## config.mk

```make
export PLATFORM = sky130hd
export DESIGN_NAME = drc_host
export DESIGN_NICKNAME = d
export VERILOG_FILES = /design/src/design/drc_pkg.sv /design/src/design/drc_timer.sv /design/src/design/drc_refresh.sv /design/src/design/drc_host.sv
export SDC_FILE = /design/constraint.sdc
export NUM_CORES = 1
export LEC_CHECK = 0
export ABC_AREA = 1
export BUFFER_PORTS_ARGS = -buffer_cell sky130_fd_sc_hd__buf_4
export CAP_MARGIN = 0
export CORE_UTILIZATION = 25
export CTS_CLUSTER_SIZE = 20
export DETAILED_ROUTE_END_ITERATION = 8
export PLACE_DENSITY = 0.48
export SYNTH_ARGS = -nofsm -noshare
export SYNTH_HDL_FRONTEND = slang
export SYNTH_SLANG_ARGS = --single-unit
```

## constraint.sdc

```tcl
create_clock -name mclk -period 3.1 [get_ports mclk]
set_input_delay 0.31 -clock mclk [delete_from_list [all_inputs] [get_ports mclk]]
set_output_delay 0.31 -clock mclk [all_outputs]
set_load 0.01 [all_outputs]
```

## src/design/drc_pkg.sv

```systemverilog
// Purpose: shared constants, state codes and address helpers of the strobe DRAM host
// Assumes: mclk at 100 MHz; figures are those of the fastest speed grade
// Notes:   times stay in their own units, cycle counts are derived from them
package drc_pkg;
    localparam int CLK_NS = 10;

    // least time: round up, never below one cycle
    function automatic int cyc_min(input int ns);
        return ((ns + CLK_NS - 1) / CLK_NS < 1) ? 1 : (ns + CLK_NS - 1) / CLK_NS;
    endfunction

    // longest time: round down, never below one cycle
    function automatic int cyc_max(input int ns);
        return (ns / CLK_NS < 1) ? 1 : ns / CLK_NS;
    endfunction

    ////////////////////////////////////////////////////////////////////////////
    // geometry
    localparam int ADDR_W      = 16;
    localparam int HALF_W      = 8;
    localparam int ROW_LSB     = 8;
    localparam int REF_ROWS    = 256;
    localparam int INIT_CYCLES = 8;

    // times as printed
    localparam int T_RAC_NS     = 120;
    localparam int T_CAC_NS     = 70;
    localparam int T_RAS_NS     = 120;
    localparam int T_RAS_MAX_NS = 10000;
    localparam int T_RP_NS      = 80;
    localparam int T_RAH_NS     = 15;
    localparam int T_CP_NS      = 50;
    localparam int T_CWL_NS     = 50;
    localparam int T_SET_NS     = 20;
    localparam int T_REF_MS     = 4;
    localparam int T_PWRUP_US   = 100;

    // derived cycle counts
    localparam int C_RAC     = cyc_min(T_RAC_NS);
    localparam int C_CAC     = cyc_min(T_CAC_NS);
    localparam int C_RAS     = cyc_min(T_RAS_NS);
    localparam int C_RAS_MAX = cyc_max(T_RAS_MAX_NS);
    localparam int C_RP      = cyc_min(T_RP_NS);
    localparam int C_RAH     = cyc_min(T_RAH_NS);
    localparam int C_CP      = cyc_min(T_CP_NS);
    localparam int C_CWL     = cyc_min(T_CWL_NS);
    localparam int C_SET     = cyc_min(T_SET_NS);
    localparam int C_REF_INT = cyc_max(T_REF_MS * 1000000 / REF_ROWS);
    localparam int C_PWRUP   = cyc_min(T_PWRUP_US * 1000);
    localparam int C_MARGIN  = 32;

    // counter widths
    localparam int TMR_W  = 16;
    localparam int RCNT_W = 10;
    localparam int ICNT_W = 4;

    // controller states, one-hot
    typedef enum logic [11:0] {
        ST_BOOT  = 12'h001,
        ST_PWRUP = 12'h002,
        ST_IDLE  = 12'h004,
        ST_ASET  = 12'h008,
        ST_REF   = 12'h010,
        ST_RAS   = 12'h020,
        ST_CSET  = 12'h040,
        ST_CAS   = 12'h080,
        ST_WRT   = 12'h100,
        ST_CPRE  = 12'h200,
        ST_OPEN  = 12'h400,
        ST_RPRE  = 12'h800
    } drc_state_type;

    // split of a word address into its two halves
    function automatic logic [HALF_W-1:0] addr_row(input logic [ADDR_W-1:0] a);
        return a[ROW_LSB +: HALF_W];
    endfunction

    function automatic logic [HALF_W-1:0] addr_col(input logic [ADDR_W-1:0] a);
        return a[HALF_W-1:0];
    endfunction
endpackage

```

## src/design/drc_timer.sv

```systemverilog
// Purpose: down-counter that times every strobe phase
// Assumes: value is the phase length minus one
// Notes:   done stays high at zero until the next load
module drc_timer
    import drc_pkg::*;
#(
    parameter int W = TMR_W
) (
    // clock and reset
    input  wire logic         mclk,
    input  wire logic         rst_n,
    // control
    input  wire logic         load,
    input  wire logic [W-1:0] value,
    output logic              done
);
    logic [W-1:0] cnt;
    logic [W-1:0] next_cnt;

    // load wins over the running count
    always_comb begin
        next_cnt = cnt;
        if (load) begin
            next_cnt = value;
        end else if (cnt != '0) begin
            next_cnt = cnt - 1'b1;
        end
    end

    always_ff @(posedge mclk) begin
        if (!rst_n) begin
            cnt <= '0;
        end else begin
            cnt <= next_cnt;
        end
    end

    assign done = (cnt == '0);
endmodule // drc_timer

```

## src/design/drc_refresh.sv

```systemverilog
// Purpose: refresh interval timer and row pointer
// Assumes: ack pulses once for each row-strobe-only cycle issued
// Notes:   a tick landing with ack keeps pending set
module drc_refresh
    import drc_pkg::*;
#(
    parameter int INTERVAL = C_REF_INT,
    parameter int RW       = HALF_W
) (
    // clock and reset
    input  wire logic          mclk,
    input  wire logic          rst_n,
    // handshake with the sequencer
    input  wire logic          ack,
    output logic               pending,
    output logic [RW-1:0]      row
);
    logic [TMR_W-1:0] tick;
    logic [TMR_W-1:0] next_tick;
    logic             next_pending;
    logic [RW-1:0]    next_row;

    // spread the rows evenly over the refresh period
    always_comb begin
        next_tick    = (tick == '0) ? TMR_W'(INTERVAL - 1) : tick - 1'b1;
        next_pending = (pending & ~ack) | (tick == '0);
        next_row     = ack ? row + 1'b1 : row;
    end

    always_ff @(posedge mclk) begin
        if (!rst_n) begin
            tick    <= '0;
            pending <= 1'b0;
            row     <= '0;
        end else begin
            tick    <= next_tick;
            pending <= next_pending;
            row     <= next_row;
        end
    end
endmodule // drc_refresh

```

## src/design/drc_host.sv

```systemverilog
// Purpose: host sequencer driving a 64K x 1 strobe DRAM through its pins
// Assumes: pins are synchronous to mclk; dram_q is sampled only when valid
// Notes:   one request at a time; page mode keeps the row open on request
//
// Function
// - upper eight bits go out first, captured on the row strobe fall.
// - eight column bits follow on the same bus, captured on column strobe fall.
// - address is stable before each row and column strobe falls.
// - early write data is captured on the column strobe fall.
// - delayed or read-modify-write data is captured on write select fall.
// - all 256 rows are strobed within every 4 ms.
// - row-strobe-only cycle refreshes a row, no output driven.
// - page mode keeps the row strobe low over repeated column accesses.
// - wider pages share row strobe over devices, column strobe picks one; this host drives one device on a single cas_n.
// - after power-up, row strobe high for a while, then eight row cycles.
module drc_host
    import drc_pkg::*;
#(
    parameter int PWRUP_CYCLES = C_PWRUP
) (
    // clock and reset
    input  wire logic              mclk,
    input  wire logic              rst_n,
    // request
    input  wire logic              req_valid,
    output logic                   req_ready,
    input  wire logic              req_write,
    input  wire logic              req_rmw,
    input  wire logic              req_page,
    input  wire logic [ADDR_W-1:0] req_addr,
    input  wire logic              req_wdata,
    // answer
    output logic                   rsp_valid,
    output logic                   rsp_rdata,
    output logic                   init_done,
    // memory pins
    output logic                   ras_n,
    output logic                   cas_n,
    output logic                   we_n,
    output logic [HALF_W-1:0]      multiplexed_address,
    output logic                   dram_d,
    input  wire logic              dram_q
);
    drc_state_type     state;
    drc_state_type     next_state;
    logic [HALF_W-1:0] row;
    logic [HALF_W-1:0] col;
    logic              op_write;
    logic              op_rmw;
    logic              op_page;
    logic              wdata;
    logic              pend;
    logic              do_ref;
    logic [ICNT_W-1:0] init_cnt;
    logic [RCNT_W-1:0] ras_cnt;
    logic [HALF_W-1:0] next_row;
    logic [HALF_W-1:0] next_col;
    logic              next_op_write;
    logic              next_op_rmw;
    logic              next_op_page;
    logic              next_wdata;
    logic              next_pend;
    logic              next_do_ref;
    logic [ICNT_W-1:0] next_init_cnt;
    logic [RCNT_W-1:0] next_ras_cnt;
    logic              next_ras_n;
    logic              next_cas_n;
    logic              next_we_n;
    logic [HALF_W-1:0] next_addr;
    logic              next_d;
    logic              next_ready;
    logic              next_rsp_valid;
    logic              next_rdata;
    logic              next_init_done;
    logic              take;
    logic              ras_ok;
    logic              near_limit;
    logic              tmr_load;
    logic [TMR_W-1:0]  tmr_value;
    logic              tmr_done;
    logic              ref_pend;
    logic              ref_ack;
    logic [HALF_W-1:0] ref_row;

    ////////////////////////////////////////////////////////////////////////////
    // phase timer and refresh pacing
    drc_timer #(.W(TMR_W)) u_timer (
        .mclk  (mclk),
        .rst_n (rst_n),
        .load  (tmr_load),
        .value (tmr_value),
        .done  (tmr_done)
    );

    drc_refresh #(.INTERVAL(C_REF_INT), .RW(HALF_W)) u_refresh (
        .mclk    (mclk),
        .rst_n   (rst_n),
        .ack     (ref_ack),
        .pending (ref_pend),
        .row     (ref_row)
    );

    ////////////////////////////////////////////////////////////////////////////
    // request latch and row-low bookkeeping
    assign take       = req_valid & req_ready;
    assign ras_ok     = int'(ras_cnt) >= C_RAC;
    assign near_limit = int'(ras_cnt) >= C_RAS_MAX - C_MARGIN;

    always_comb begin
        next_row      = take ? addr_row(req_addr) : row;
        next_col      = take ? addr_col(req_addr) : col;
        next_op_write = take ? req_write : op_write;
        next_op_rmw   = take ? req_rmw : op_rmw;
        next_op_page  = take ? req_page : op_page;
        next_wdata    = take ? req_wdata : wdata;
        // saturate so a long page can never wrap to a short count
        next_ras_cnt  = ras_n ? '0 : (&ras_cnt ? ras_cnt : ras_cnt + 1'b1);
    end

    always_ff @(posedge mclk) begin
        if (!rst_n) begin
            row      <= '0;
            col      <= '0;
            op_write <= 1'b0;
            op_rmw   <= 1'b0;
            op_page  <= 1'b0;
            wdata    <= 1'b0;
            ras_cnt  <= '0;
        end else begin
            row      <= next_row;
            col      <= next_col;
            op_write <= next_op_write;
            op_rmw   <= next_op_rmw;
            op_page  <= next_op_page;
            wdata    <= next_wdata;
            ras_cnt  <= next_ras_cnt;
        end
    end

    ////////////////////////////////////////////////////////////////////////////
    // strobe sequencer; every pin is a register so edges are glitch free
    always_comb begin
        logic fin;
        fin            = 1'b0;
        next_state     = state;
        next_ras_n     = ras_n;
        next_cas_n     = cas_n;
        next_we_n      = we_n;
        next_addr      = multiplexed_address;
        next_d         = dram_d;
        next_rsp_valid = 1'b0;
        next_rdata     = rsp_rdata;
        next_pend      = pend | take;
        next_do_ref    = do_ref;
        next_init_cnt  = init_cnt;
        next_init_done = init_done;
        tmr_load       = 1'b0;
        tmr_value      = '0;
        ref_ack        = 1'b0;
        unique case (state)
            ST_BOOT: begin
                tmr_load   = 1'b1;
                tmr_value  = TMR_W'(PWRUP_CYCLES - 1);
                next_state = ST_PWRUP;
            end
            ST_PWRUP: if (tmr_done) begin
                next_do_ref = 1'b1;
                tmr_load    = 1'b1;
                tmr_value   = TMR_W'(C_SET - 1);
                next_state  = ST_ASET;
            end
            ST_IDLE: if (take || ref_pend) begin
                next_do_ref = ~take;
                tmr_load    = 1'b1;
                tmr_value   = TMR_W'(C_SET - 1);
                next_state  = ST_ASET;
            end
            ST_ASET: begin
                next_addr = do_ref ? ref_row : row;
                if (tmr_done) begin
                    next_ras_n = 1'b0;
                    tmr_load   = 1'b1;
                    if (do_ref) begin
                        ref_ack    = 1'b1;
                        tmr_value  = TMR_W'(C_RAS - 1);
                        next_state = ST_REF;
                    end else begin
                        next_pend  = 1'b0;
                        tmr_value  = TMR_W'(C_RAH - 1);
                        next_state = ST_RAS;
                    end
                end
            end
            ST_REF: if (tmr_done) begin
                next_ras_n = 1'b1;
                tmr_load   = 1'b1;
                tmr_value  = TMR_W'(C_RP - 1);
                next_state = ST_RPRE;
                if (!init_done) begin
                    next_init_cnt  = init_cnt + 1'b1;
                    next_init_done = int'(init_cnt) == INIT_CYCLES - 1;
                end
            end
            ST_RAS: if (tmr_done) begin
                tmr_load   = 1'b1;
                tmr_value  = TMR_W'(C_SET - 1);
                next_state = ST_CSET;
            end
            ST_CSET: begin
                next_addr = col;
                next_we_n = ~(op_write & ~op_rmw);
                next_d    = wdata;
                if (tmr_done) begin
                    next_cas_n = 1'b0;
                    tmr_load   = 1'b1;
                    // one spare cycle: the sample edge must come after the
                    // column access time, never in the same instant
                    tmr_value  = TMR_W'(C_CAC);
                    next_state = ST_CAS;
                end
            end
            ST_CAS: if (tmr_done && ras_ok) begin
                if (!op_write || op_rmw) begin
                    next_rdata = dram_q;
                end
                if (op_rmw) begin
                    next_we_n  = 1'b0;
                    tmr_load   = 1'b1;
                    tmr_value  = TMR_W'(C_CWL - 1);
                    next_state = ST_WRT;
                end else begin
                    fin = 1'b1;
                end
            end
            ST_WRT: if (tmr_done) begin
                fin = 1'b1;
            end
            ST_CPRE: if (tmr_done) begin
                next_state = ST_OPEN;
            end
            ST_OPEN: begin
                if (take && addr_row(req_addr) == row) begin
                    next_pend  = 1'b0;
                    tmr_load   = 1'b1;
                    tmr_value  = TMR_W'(C_SET - 1);
                    next_state = ST_CSET;
                end else if (take || ref_pend || near_limit) begin
                    // a row miss closes the page and reopens on the new row
                    next_ras_n = 1'b1;
                    tmr_load   = 1'b1;
                    tmr_value  = TMR_W'(C_RP - 1);
                    next_state = ST_RPRE;
                end
            end
            ST_RPRE: if (tmr_done) begin
                // refresh goes ahead of a waiting request
                next_do_ref = ref_pend | ~init_done;
                if (ref_pend || !init_done || pend) begin
                    tmr_load   = 1'b1;
                    tmr_value  = TMR_W'(C_SET - 1);
                    next_state = ST_ASET;
                end else begin
                    next_state = ST_IDLE;
                end
            end
            default: next_state = ST_BOOT;
        endcase
        if (fin) begin
            next_rsp_valid = 1'b1;
            next_cas_n     = 1'b1;
            next_we_n      = 1'b1;
            tmr_load       = 1'b1;
            if (op_page) begin
                tmr_value  = TMR_W'(C_CP - 1);
                next_state = ST_CPRE;
            end else begin
                next_ras_n = 1'b1;
                tmr_value  = TMR_W'(C_RP - 1);
                next_state = ST_RPRE;
            end
        end
        // ready only where a request can be taken next cycle
        next_ready = next_init_done & ~ref_pend & ~next_pend &
                     ((next_state == ST_IDLE) | ((next_state == ST_OPEN) & ~near_limit));
    end

    always_ff @(posedge mclk) begin
        if (!rst_n) begin
            state               <= ST_BOOT;
            ras_n               <= 1'b1;
            cas_n               <= 1'b1;
            we_n                <= 1'b1;
            multiplexed_address <= '0;
            dram_d              <= 1'b0;
            req_ready           <= 1'b0;
            rsp_valid           <= 1'b0;
            rsp_rdata           <= 1'b0;
            pend                <= 1'b0;
            do_ref              <= 1'b0;
            init_cnt            <= '0;
            init_done           <= 1'b0;
        end else begin
            state               <= next_state;
            ras_n               <= next_ras_n;
            cas_n               <= next_cas_n;
            we_n                <= next_we_n;
            multiplexed_address <= next_addr;
            dram_d              <= next_d;
            req_ready           <= next_ready;
            rsp_valid           <= next_rsp_valid;
            rsp_rdata           <= next_rdata;
            pend                <= next_pend;
            do_ref              <= next_do_ref;
            init_cnt            <= next_init_cnt;
            init_done           <= next_init_done;
        end
    end

    ////////////////////////////////////////////////////////////////////////////
    // refresh wait, counted only after init, since a long power-up wait
    // may legally keep the first refresh pending far longer
    localparam int REF_WAIT_MAX = 1100;
    logic [RCNT_W:0] ref_wait;
    logic [RCNT_W:0] next_ref_wait;

    always_comb begin
        next_ref_wait = (ref_pend && !ref_ack && init_done) ? ref_wait + 1'b1 : '0;
    end

    always_ff @(posedge mclk) begin
        if (!rst_n) begin
            ref_wait <= '0;
        end else begin
            ref_wait <= next_ref_wait;
        end
    end
endmodule // drc_host

```

== Word-level counts from Yosys, hierarchy flattened ==
Index checks and enable logic that the tools add are counted.
Widths: inputs -> output; s select.

* Flip-flop bits (word level): 105
* Input port bits: 24
* Output and inout port bits: 16

* Add/sub/neg operators: 5
* $lt $le $gt $ge: 2
* Equality and inequality tests: 21
* Mux-type cells: 74
* Bitwise gates (word level): 20
* Reductions and logical operators: 28

{| class="wikitable"
|+ Operators by type and width
! cell !! number
|-
| $mux 12 || 14
|-
| $pmux 12 s12 || 1
|-
| $pmux 14 s8 || 1
|-
| $mux 16 || 3
|-
| $mux 1 || 36
|-
| $logic_not 16->1 || 2
|-
| $sub 16x1->16 const B || 2
|-
| $eq 12x11->1 const B || 2
|-
| $eq 12x3->1 const B || 2
|-
| $pmux 8 s2 || 1
|-
| $reduce_bool 16->1 || 1
|-
| $mux 3 || 5
|-
| $eq 12x1->1 const B || 1
|-
| $eq 12x10->1 const B || 1
|-
| $eq 12x12->1 const B || 1
|-
| $eq 12x2->1 const B || 1
|-
| $eq 12x4->1 const B || 1
|-
| $eq 12x5->1 const B || 1
|-
| $eq 12x6->1 const B || 1
|-
| $eq 12x7->1 const B || 1
|-
| $eq 12x8->1 const B || 1
|-
| $eq 12x9->1 const B || 1
|-
| $mux 4 || 3
|-
| $mux 11 || 1
|-
| other kinds (28) || 66
|}

== Logic depth before layout (Yosys ltp) ==
Gate-level depths: netlist of run 1.

* Depth after elaboration: 11
* Gate-level depth with buffers: 14
* Gate-level depth less buffers: 14

== Modules after synthesis ==
Synthesis of run 1 repeated with hierarchy kept, for this count alone.

* Cell total of the unflattened synthesis: 879
* Area, all modules: 5920.7 um^2

{| class="wikitable"
|+ By module, submodules not included
! module !! times used !! cells each !! area each (um^2) !! seq. area each (um^2)
|-
| drc_host || 1 || 527 || 3527.1 || 1281.2
|-
| drc_refresh || 1 || 174 || 1278.7 || 500.5
|-
| drc_timer || 1 || 178 || 1114.8 || 320.3
|}

== Worst setup path after synthesis of run 1 ==
No wires, ideal clock.

* Path type: flip-flop to flip-flop
* From: register u_timer.cnt[0]
* To: register u_refresh.row[6]
* Library setup time: 0.136 ns
* Data arrival time: 1.668 ns
* Setup slack: 1.297 ns
* Cell stages (with the launch flop): 13
* Path buffers: 1
* Path through: dfxtp_1 inv_1 ha_1 nand3_1 nor2_2 nand2_4 buf_6 nor2_4 nand2_2 nor3_2 nand2_1 nor4_2 nor3_1

* Longest elaborated chain between the ends: 3

{| class="wikitable"
|+ RTL lines
! item !! line !! source
|-
| start: declaration || drc_timer.sv:17 || <nowiki>logic [W-1:0] cnt;</nowiki>
|-
| start signal: assignment || drc_timer.sv:34 || <nowiki>cnt <= next_cnt;</nowiki>
|-
| $logic_not 16->1 || drc_timer.sv:38 || <nowiki>assign done = (cnt == '0);</nowiki>
|-
| $mux 1 || drc_host.sv:180 || <nowiki>if (tmr_done) begin</nowiki>
|-
| $mux 1 || drc_host.sv:160 || <nowiki>unique case (state)</nowiki>
|-
| end signal: assignment || drc_refresh.sv:38 || <nowiki>row <= next_row;</nowiki>
|-
| end: declaration || drc_refresh.sv:16 || <nowiki>output logic [RW-1:0] row</nowiki>
|}

No other way between the ends.
A chain may end at the register's enable or synchronous reset.

== Worst setup path in the final report of run 1 ==
* From: register u_timer.cnt[0]
* To: register req_ready

* Longest elaborated chain between the ends: 9

{| class="wikitable"
|+ RTL lines
! item !! line !! source
|-
| $logic_not 16->1 * || drc_timer.sv:38 ||
|-
| $logic_and 1x1->1 || drc_host.sv:222 || <nowiki>ST_CAS: if (tmr_done && ras_ok) begin</nowiki>
|-
| $mux 12 / $mux 1 (equally long branches) || drc_host.sv:222 ||
|-
| $pmux 12 s12 / $pmux 1 s2 (equally long branches) || drc_host.sv:160 ||
|-
| $mux 12 || drc_host.sv:268 || <nowiki>if (fin) begin</nowiki>
|-
| $eq 12x11->1 || drc_host.sv:284 || <nowiki>((next_state == ST_IDLE) | ((next_state == ST_OPEN) & ~near_limit));</nowiki>
|-
| $and 1x1->1 || drc_host.sv:284 ||
|-
| $or 1x1->1 || drc_host.sv:284 ||
|-
| $and 1x1->1 * || drc_host.sv:283 || <nowiki>next_ready = next_init_done & ~ref_pend & ~next_pend &</nowiki>
|-
| end signal: assignment || drc_host.sv:309 || <nowiki>req_ready <= next_ready;</nowiki>
|-
| end: declaration || drc_host.sv:26 || <nowiki>output logic req_ready,</nowiki>
|}

Mark *: on every way between the ends. The rest lies on a longest branch, timed or not.

==> results of run 1 <==
final cells by class:
class,instances,share of cell area
Timing Repair Buffer,44,0.05001
Clock inverter,7,0.01421
Inverter,108,0.06156
Sequential cell,105,0.3182
Multi-Input combinational cell,584,0.4688
Tap cell,280,0.05304
Clock buffer,9,0.03410
flip-flops by register name, summed over array words and instances (netlist names), 4 cells and up:
register and count:
col 8, init_cnt 4, multiplexed_address 8, ras_cnt 10, row 8, state 12
u_refresh.row 8, u_refresh.tick 16, u_timer.cnt 16
worst max-delay path, stage by stage (launching register included):
cell     delay, ps
dfxtp_1        320
inv_1          140
ha_1           210
nand3_1        100
nor2_2         260
nand2_4        210
nor2_4         180
nand3_2        140
nand2_1        110
nand3_1        170
nand3_1        120
nor2_1          60
nand3_1         60
nor2_1          40
worst max-delay path by stage:
stage,from,endpoint,slack [ps],depth (start not counted)
after floorplan,u_timer.cnt[0],u_refresh.row[6],1300,12
after global routing,u_refresh.tick[0],u_refresh.tick[14],620,12
after CTS,u_refresh.tick[0],u_refresh.tick[14],890,12
after detailed placement,u_timer.cnt[0],u_refresh.row[7],900,13
after global placement,u_timer.cnt[0],u_refresh.row[6],930,11
final,u_timer.cnt[0],req_ready,890,13
synth_stat cells (all sizes together) (3+ instances only):
library cell and count:
ha 7, and3 5, nand4 10, nor3 24, dfxtp 105, o211ai 3, o221ai 6, a211oi 3
inv 106, a31oi 13, or2 5, buf 7, nand3b 3, xor2 17, o21ai 67, a21oi 39
clkbuf 12, nand2 161, xnor2 6, nor4 9, nor2 143, nand3 54
kinds of logic (layout without fill, tap and decap cells):
| group | after synthesis | count (layout) | synth area share |
|---|---|---|---|
| simple gates | 416 | 416 | 0.3539 |
| compound gates | 138 | 138 | 0.1394 |
| buf+inv | 127 | 168 | 0.08661 |
| flops | 105 | 105 | 0.3693 |
| xor+xnor | 23 | 23 | 0.03539 |
| fa+ha+maj | 7 | 7 | 0.01539 |
power by group:
| part | switching (uW) | internal [uW] | leakage [uW] | total [uW] |
|---|---|---|---|---|
| registers | 107 | 1490 | 0.000852 | 1590 |
| clock network | 621 | 585 | 0.000154 | 1210 |
| logic | 568 | 342 | 0.00185 | 910 |
metrics by stage:
| stage | setup slack, ps | total power (uW) |
|---|---|---|
| finish | 885.6 | 3708 |
| global route | 621.2 | 3964 |
| CTS | 891.2 | 3759 |
| detailed placement | 904.3 | 2534 |
| global placement | 934.1 | 2535 |
| floorplan | 1297 | 2337 |
routing by layer:
| layer | vias to the layer above | routed length (um) |
|---|---|---|
| met5 | - | 0 |
| met2 | 79 | 7063 |
| met1 | 2338 | 7590 |
| met3 | 16 | 514 |
| li1 | 2735 | - |
| met4 | 0 | 314 |
==> key figures, run 1 <==
Hold path
  – Hold Path Depth: 3
  – Worst hold path type: in -> reg
  – Min-delay src: req_addr[2]
  – Worst Hold Path EP: col[2]

Finish
  – Area of the multi-input gates: 0.003097 mm^2
  – Final Cell Area: 0.006605 mm^2
  – Most frequent cells in the layout: nand2_1, nor2_1, dfxtp_1
  – # nets final: 883
  – Share of cells above drive strength 1: 0.1540
  – Layout Cells excl Fill: 1137
  – Reg area: 0.002102 mm^2
  – # fillers: 2381
  – Antenna fix cells: 0
  – Synth-to-Final Area Change: 16.05%
  – Most common cell after layout, fill and taps aside: nand2_1
  – Final core occ: 0.2990

Timing
  – Max-slew violations: 0
  – Fmax: 451.6 MHz
  – Slew margin rel.: 0.6203
  – Crit share post-route: 0.7143
  – Setup TNS: 0 ps
  – Unrepaired setup endpoints after global routing: no
  – Final setup viols: 0
  – Post-route minimum period: 2214 ps
  – Fin. Hold Viols: 0
  – Worst-margin pin slew: 568.7 ps
  – Fin Hold WS: 183.6 ps
  – Clk_skew: 19.41 ps

Clocking
  – CTS buffer count: 9
  – Clk pin slew, worst setup/hold paths: 90 ps
  – Hold buffers post-CTS: 0
  – Clk buf depth: 2
  – Max H-tree Level: 3
  – PostCTS Resize Cnt: 0
  – Clock latency on the worst-skew pair: 370 ps
  – Setup Buffers After CTS: 0
  – Clk root buf: clkbuf_16
  – Clock sinks: 105
  – CTS tree: yes

Die
  – Die span in y: 152.9 um
  – Die W: 152.9 um
  – Die area: 0.02337 mm^2
  – Rows: 54
  – Core area: 0.02209 mm^2
  – IO Pins: 40
  – Initial Util: 0.2576

Global route
  – Initial antenna violation count: 0
  – Global route hottest layer: met2
  – Vias in the first global route: 4999
  – First-pass GRT wire length: 25.95 mm
  – Routing usage on met2: 0.2248
  – Largest net degree at the start of global routing: 40
  – Grt met1 use: 0.1855
  – Total GRT Usage: 0.1385
  – Total grt overflow: 0
  – Met3 Usage GRT: 0.01786

Place
  – DP Cell Count: 1121
  – Post-placement cell area: 0.006286 mm^2
  – Hpwl dp: 11.88 mm
  – PortBufs: 39
  – GP Congestion: 0.8681

Worst setup path
  – Reg2reg start: u_timer.cnt[0]
  – Endpoint class of the critical path: flip-flop
  – R2r endpoint: req_ready
  – Crit Path Category: reg -> reg
  – Worst EP arrival: 2480 ps
  – Startpoint Class: flip-flop
  – WP data required: 3360 ps
  – Setup slack, reg-to-reg: 890 ps
  – Critical path fanouts, max: 14
  – Worst reg2reg path depth: 13

Outcome
  – Status: completed

Route
  – Post-DR vias/cell: 4.545
  – Via count: 5168
  – DR pass1 iterations: 5
  – ANT nets after route: 0
  – Drt initial violations: 295
  – Residual DRC: 0
  – WL/cell: 13.62 um
  – Post-Route WL: 15.48 mm

Synthesis
  – Synth Net Count: 847
  – Post-synth top area cell: dfxtp_1
  – Avg Cell Area, Syn: 6.975 um^2
  – Synth top area share: 0.3693
  – Most common flop cell mapped by yosys: dfxtp_1
  – Ys Warns: 0
  – Synth area leaders: dfxtp_1, nand2_1, nor2_1
  – Post-synth EDFFs: 0
  – Mapped Area: 0.005692 mm^2
  – Synth unique cells: 51
  – Post-Synthesis Cells: 816
  – Ys async rst share: 0
  – #FFs+latches synth: 105
  – Sequential area share after synthesis: 0.3693

Power
  – Peak supply drop: 0.2771 mV
  – Pwr dens: 561.4 mW/mm^2
  – Leakage: 0.002853 uW

Job
  – Max Cap Viol: 0
Note: power is estimated with default switching activity, not from simulation.
==> run 2: changes to the inputs <==
--- a/config.mk
+++ b/config.mk
@@ -11,7 +11,7 @@
 export CORE_UTILIZATION = 25
 export CTS_CLUSTER_SIZE = 20
 export DETAILED_ROUTE_END_ITERATION = 8
-export PLACE_DENSITY = 0.48
+export PLACE_DENSITY = 0.49
 export SYNTH_ARGS = -nofsm -noshare
 export SYNTH_HDL_FRONTEND = slang
 export SYNTH_SLANG_ARGS = --single-unit
==> constraint.sdc (replaced) <==
create_clock -name mclk -period 1.9 [get_ports mclk]
set_input_delay 0.19 -clock mclk [delete_from_list [all_inputs] [get_ports mclk]]
set_output_delay 0.19 -clock mclk [all_outputs]
set_load 0.01 [all_outputs]
==> run 2 against run 1 <==
Net effect: the run now ends with negative setup slack left; count of clock-buffer cells in the layout is 1 higher; first-iteration DRC count did not move; via count is 7.9% higher; maximum frequency is 14% higher; critical endpoint is now u_timer.cnt[10]; largest power group unchanged.
==> key figures, run 2 (synthesis results as in run 1) <==
Global route
  – Total grt overflow: 0
  – Largest net degree at the start of global routing: 37
  – Total GRT Usage: 0.1391
  – Vias in the first global route: 5103
  – Initial antenna violation count: 0
  – First-pass GRT wire length: 25.74 mm

Timing
  – Unrepaired setup endpoints after global routing: yes
  – Final Worst Setup Slack: -46.63 ps
  – Post-route minimum period: 1947 ps
  – Max-slew violations: 0
  – Clk_skew: 9.126 ps
  – Worst-margin pin slew: 465.3 ps
  – Slew margin rel.: 0.6886
  – Fin. Hold Viols: 0
  – Fmax: 513.7 MHz
  – Crit share post-route: 1.025
  – Final setup viols: 1

Clocking
  – Clk pin slew, worst setup/hold paths: 80 ps
  – Max H-tree Level: 3
  – Clock sinks: 105
  – Clk buf depth: 2
  – Clk root buf: clkbuf_16
  – CTS tree: yes
  – Hold buffers post-CTS: 0
  – Clock latency on the worst-skew pair: 360 ps
  – CTS buffer count: 9

Route
  – Drt initial violations: 295
  – Met1 WL: 7.747 mm
  – Met2 wire length: 7.643 mm
  – Via count: 5576
  – Met3 Routed Length: 558 um
  – Highest metal used: met4
  – WL/cell: 13.30 um
  – DR pass1 iterations: 5
  – ANT nets after route: 0
  – Residual DRC: 0
  – Post-DR vias/cell: 4.548
  – Post-Route WL: 16.30 mm

Worst setup path
  – Critical Path, Cell by Cell: inv_2 -> ha_4 -> nand3_4 -> nor2_4 -> nand2_4 -> buf_12 -> buf_8 -> o21ai_4 -> clkinvlp_4 -> nand3_2 -> nand2_1 -> and3_1
  – CP Buf/Inv Count: 4
  – Crit-path leading delay family: simple AND/OR/NAND/NOR gates
  – CP Launch Point: u_timer.cnt[0]
  – Slowest CP cell: dfxtp_2
  – Crit Path Category: reg -> reg
  – Startpoint Class: flip-flop
  – Reg2reg start: u_timer.cnt[0]
  – Worst EP arrival: 2200 ps
  – Max stage delay on crit path: 330 ps
  – Critical path fanouts, max: 6
  – WP data required: 2160 ps
  – Endpoint class of the critical path: flip-flop

Finish
  – Share of cells above drive strength 1: 0.2992
  – Most frequent cells in the layout: nand2_1, buf_4, nor2_1
  – Antenna fix cells: 0
  – Synth-to-Final Area Change: 33.22%
  – # nets final: 972
  – Most common cell after layout, fill and taps aside: nand2_1
  – Final Cell Area: 0.007582 mm^2
  – Largest registers: u_refresh.tick: 16 flops, u_timer.cnt: 16 flops, state: 12 flops

Power
  – Pwr dens: 881.6 mW/mm^2
  – Pint: 4413 uW
  – Peak supply drop: 0.4256 mV
  – Flop pwr share: 0.389
  – Clock power share: 0.276
  – Leakage: 0.003353 uW
  – Sw frac: 0.3398
  – Net switching power: 2271 uW
  – Proportion of power drawn by combinational gates: 0.335

Hold path
  – Worst hold path type: in -> reg
  – Min-delay src: req_addr[3]

Die
  – Initial Util: 0.2576
  – Die W: 152.9 um
  – Core area: 0.02209 mm^2
  – IO Pins: 40
  – Die area: 0.02337 mm^2
  – Die span in y: 152.9 um
  – Rows: 54

Place
  – Post-placement cell area: 0.006834 mm^2
  – PortBufs: 39
  – GP Congestion: 0.9433
  – Hpwl dp: 12.40 mm
  – Setup slack at placement: -72.89 ps

Outcome
  – Status: finished with violations
  – Violated checks: negative setup slack

Job
  – Max Cap Viol: 0
==> run 2: cell count changes in the layout (fill, tap and decap cells not counted), sizes merged <==
cell      previous run  this run
clkbuf               9        11
buf                 44       131
clkinvlp             0         2
clkinv               6         5
inv                109       108
==> run 2: worst paths after layout <==
path	slack [ps]	endpoint	depth (start not counted)
max	-50	u_timer.cnt[10]	12
min	70	col[3]	3
max reg2reg	-50	u_timer.cnt[10]	12
min reg2reg	430	u_refresh.tick[0]	1
==> run 2: timing repair <==
action,in CTS,in global routing
endpoints found under the setup margin,29,42
pin swaps,14,30
resized for setup,24,61
cloned,0,2
buffers inserted,6,13
==> run 2: cell type report <==
cell class              instances  area [um^2]
repair inverters                1        7.507
flip-flops and latches        105         2117
fillers                      2334        14510
clock buffers                  10        239.0
well taps                     280        350.3
inverters                     108        406.6
clock inverters                 6        50.05
repair buffers                132         1074
multi-input cells             584         3338
==> run 2: power groups by stage <==
stage          clock, uW  combinational (uW)  sequential [uW]
2_1_floorplan          0                1210             2600
3_3_place_gp           0                1810             2630
3_5_place_dp           0                1810             2630
4_1_cts             1910                1930             2590
5_1_grt             1990                2460             2630
6_report            1840                2240             2600
==> run 2: layer usage <==
layer,GRT usage,up-vias
met3,0.02155,25
met5,0,-
li1,-,2917
met2,0.2300,118
met4,0.05051,0
met1,0.1827,2516
==> run 2: stage by stage <==
step | total power, uW | util | TNS (ps) | cells | hold WS, ps
floorplan | 3813 | - | 0 | 816 | 306.0
global placement | 4437 | 0.3093 | -65.60 | 1189 | 422.8
detailed placement | 4438 | 0.3093 | -800.2 | 1189 | 425.6
CTS | 6426 | 0.3284 | -27.91 | 1211 | 64.93
global route | 7080 | 0.3432 | -2054 | 1226 | 86.92
finish | 6685 | 0.3432 | -46.63 | 1226 | 74.57
==> run 2: tightest hold or removal path: cells and delay by family <==
kind | cells | cell delay [ps]
compound gates | 1 | 70
buf+inv | 1 | 70
simple gates | 1 | 70
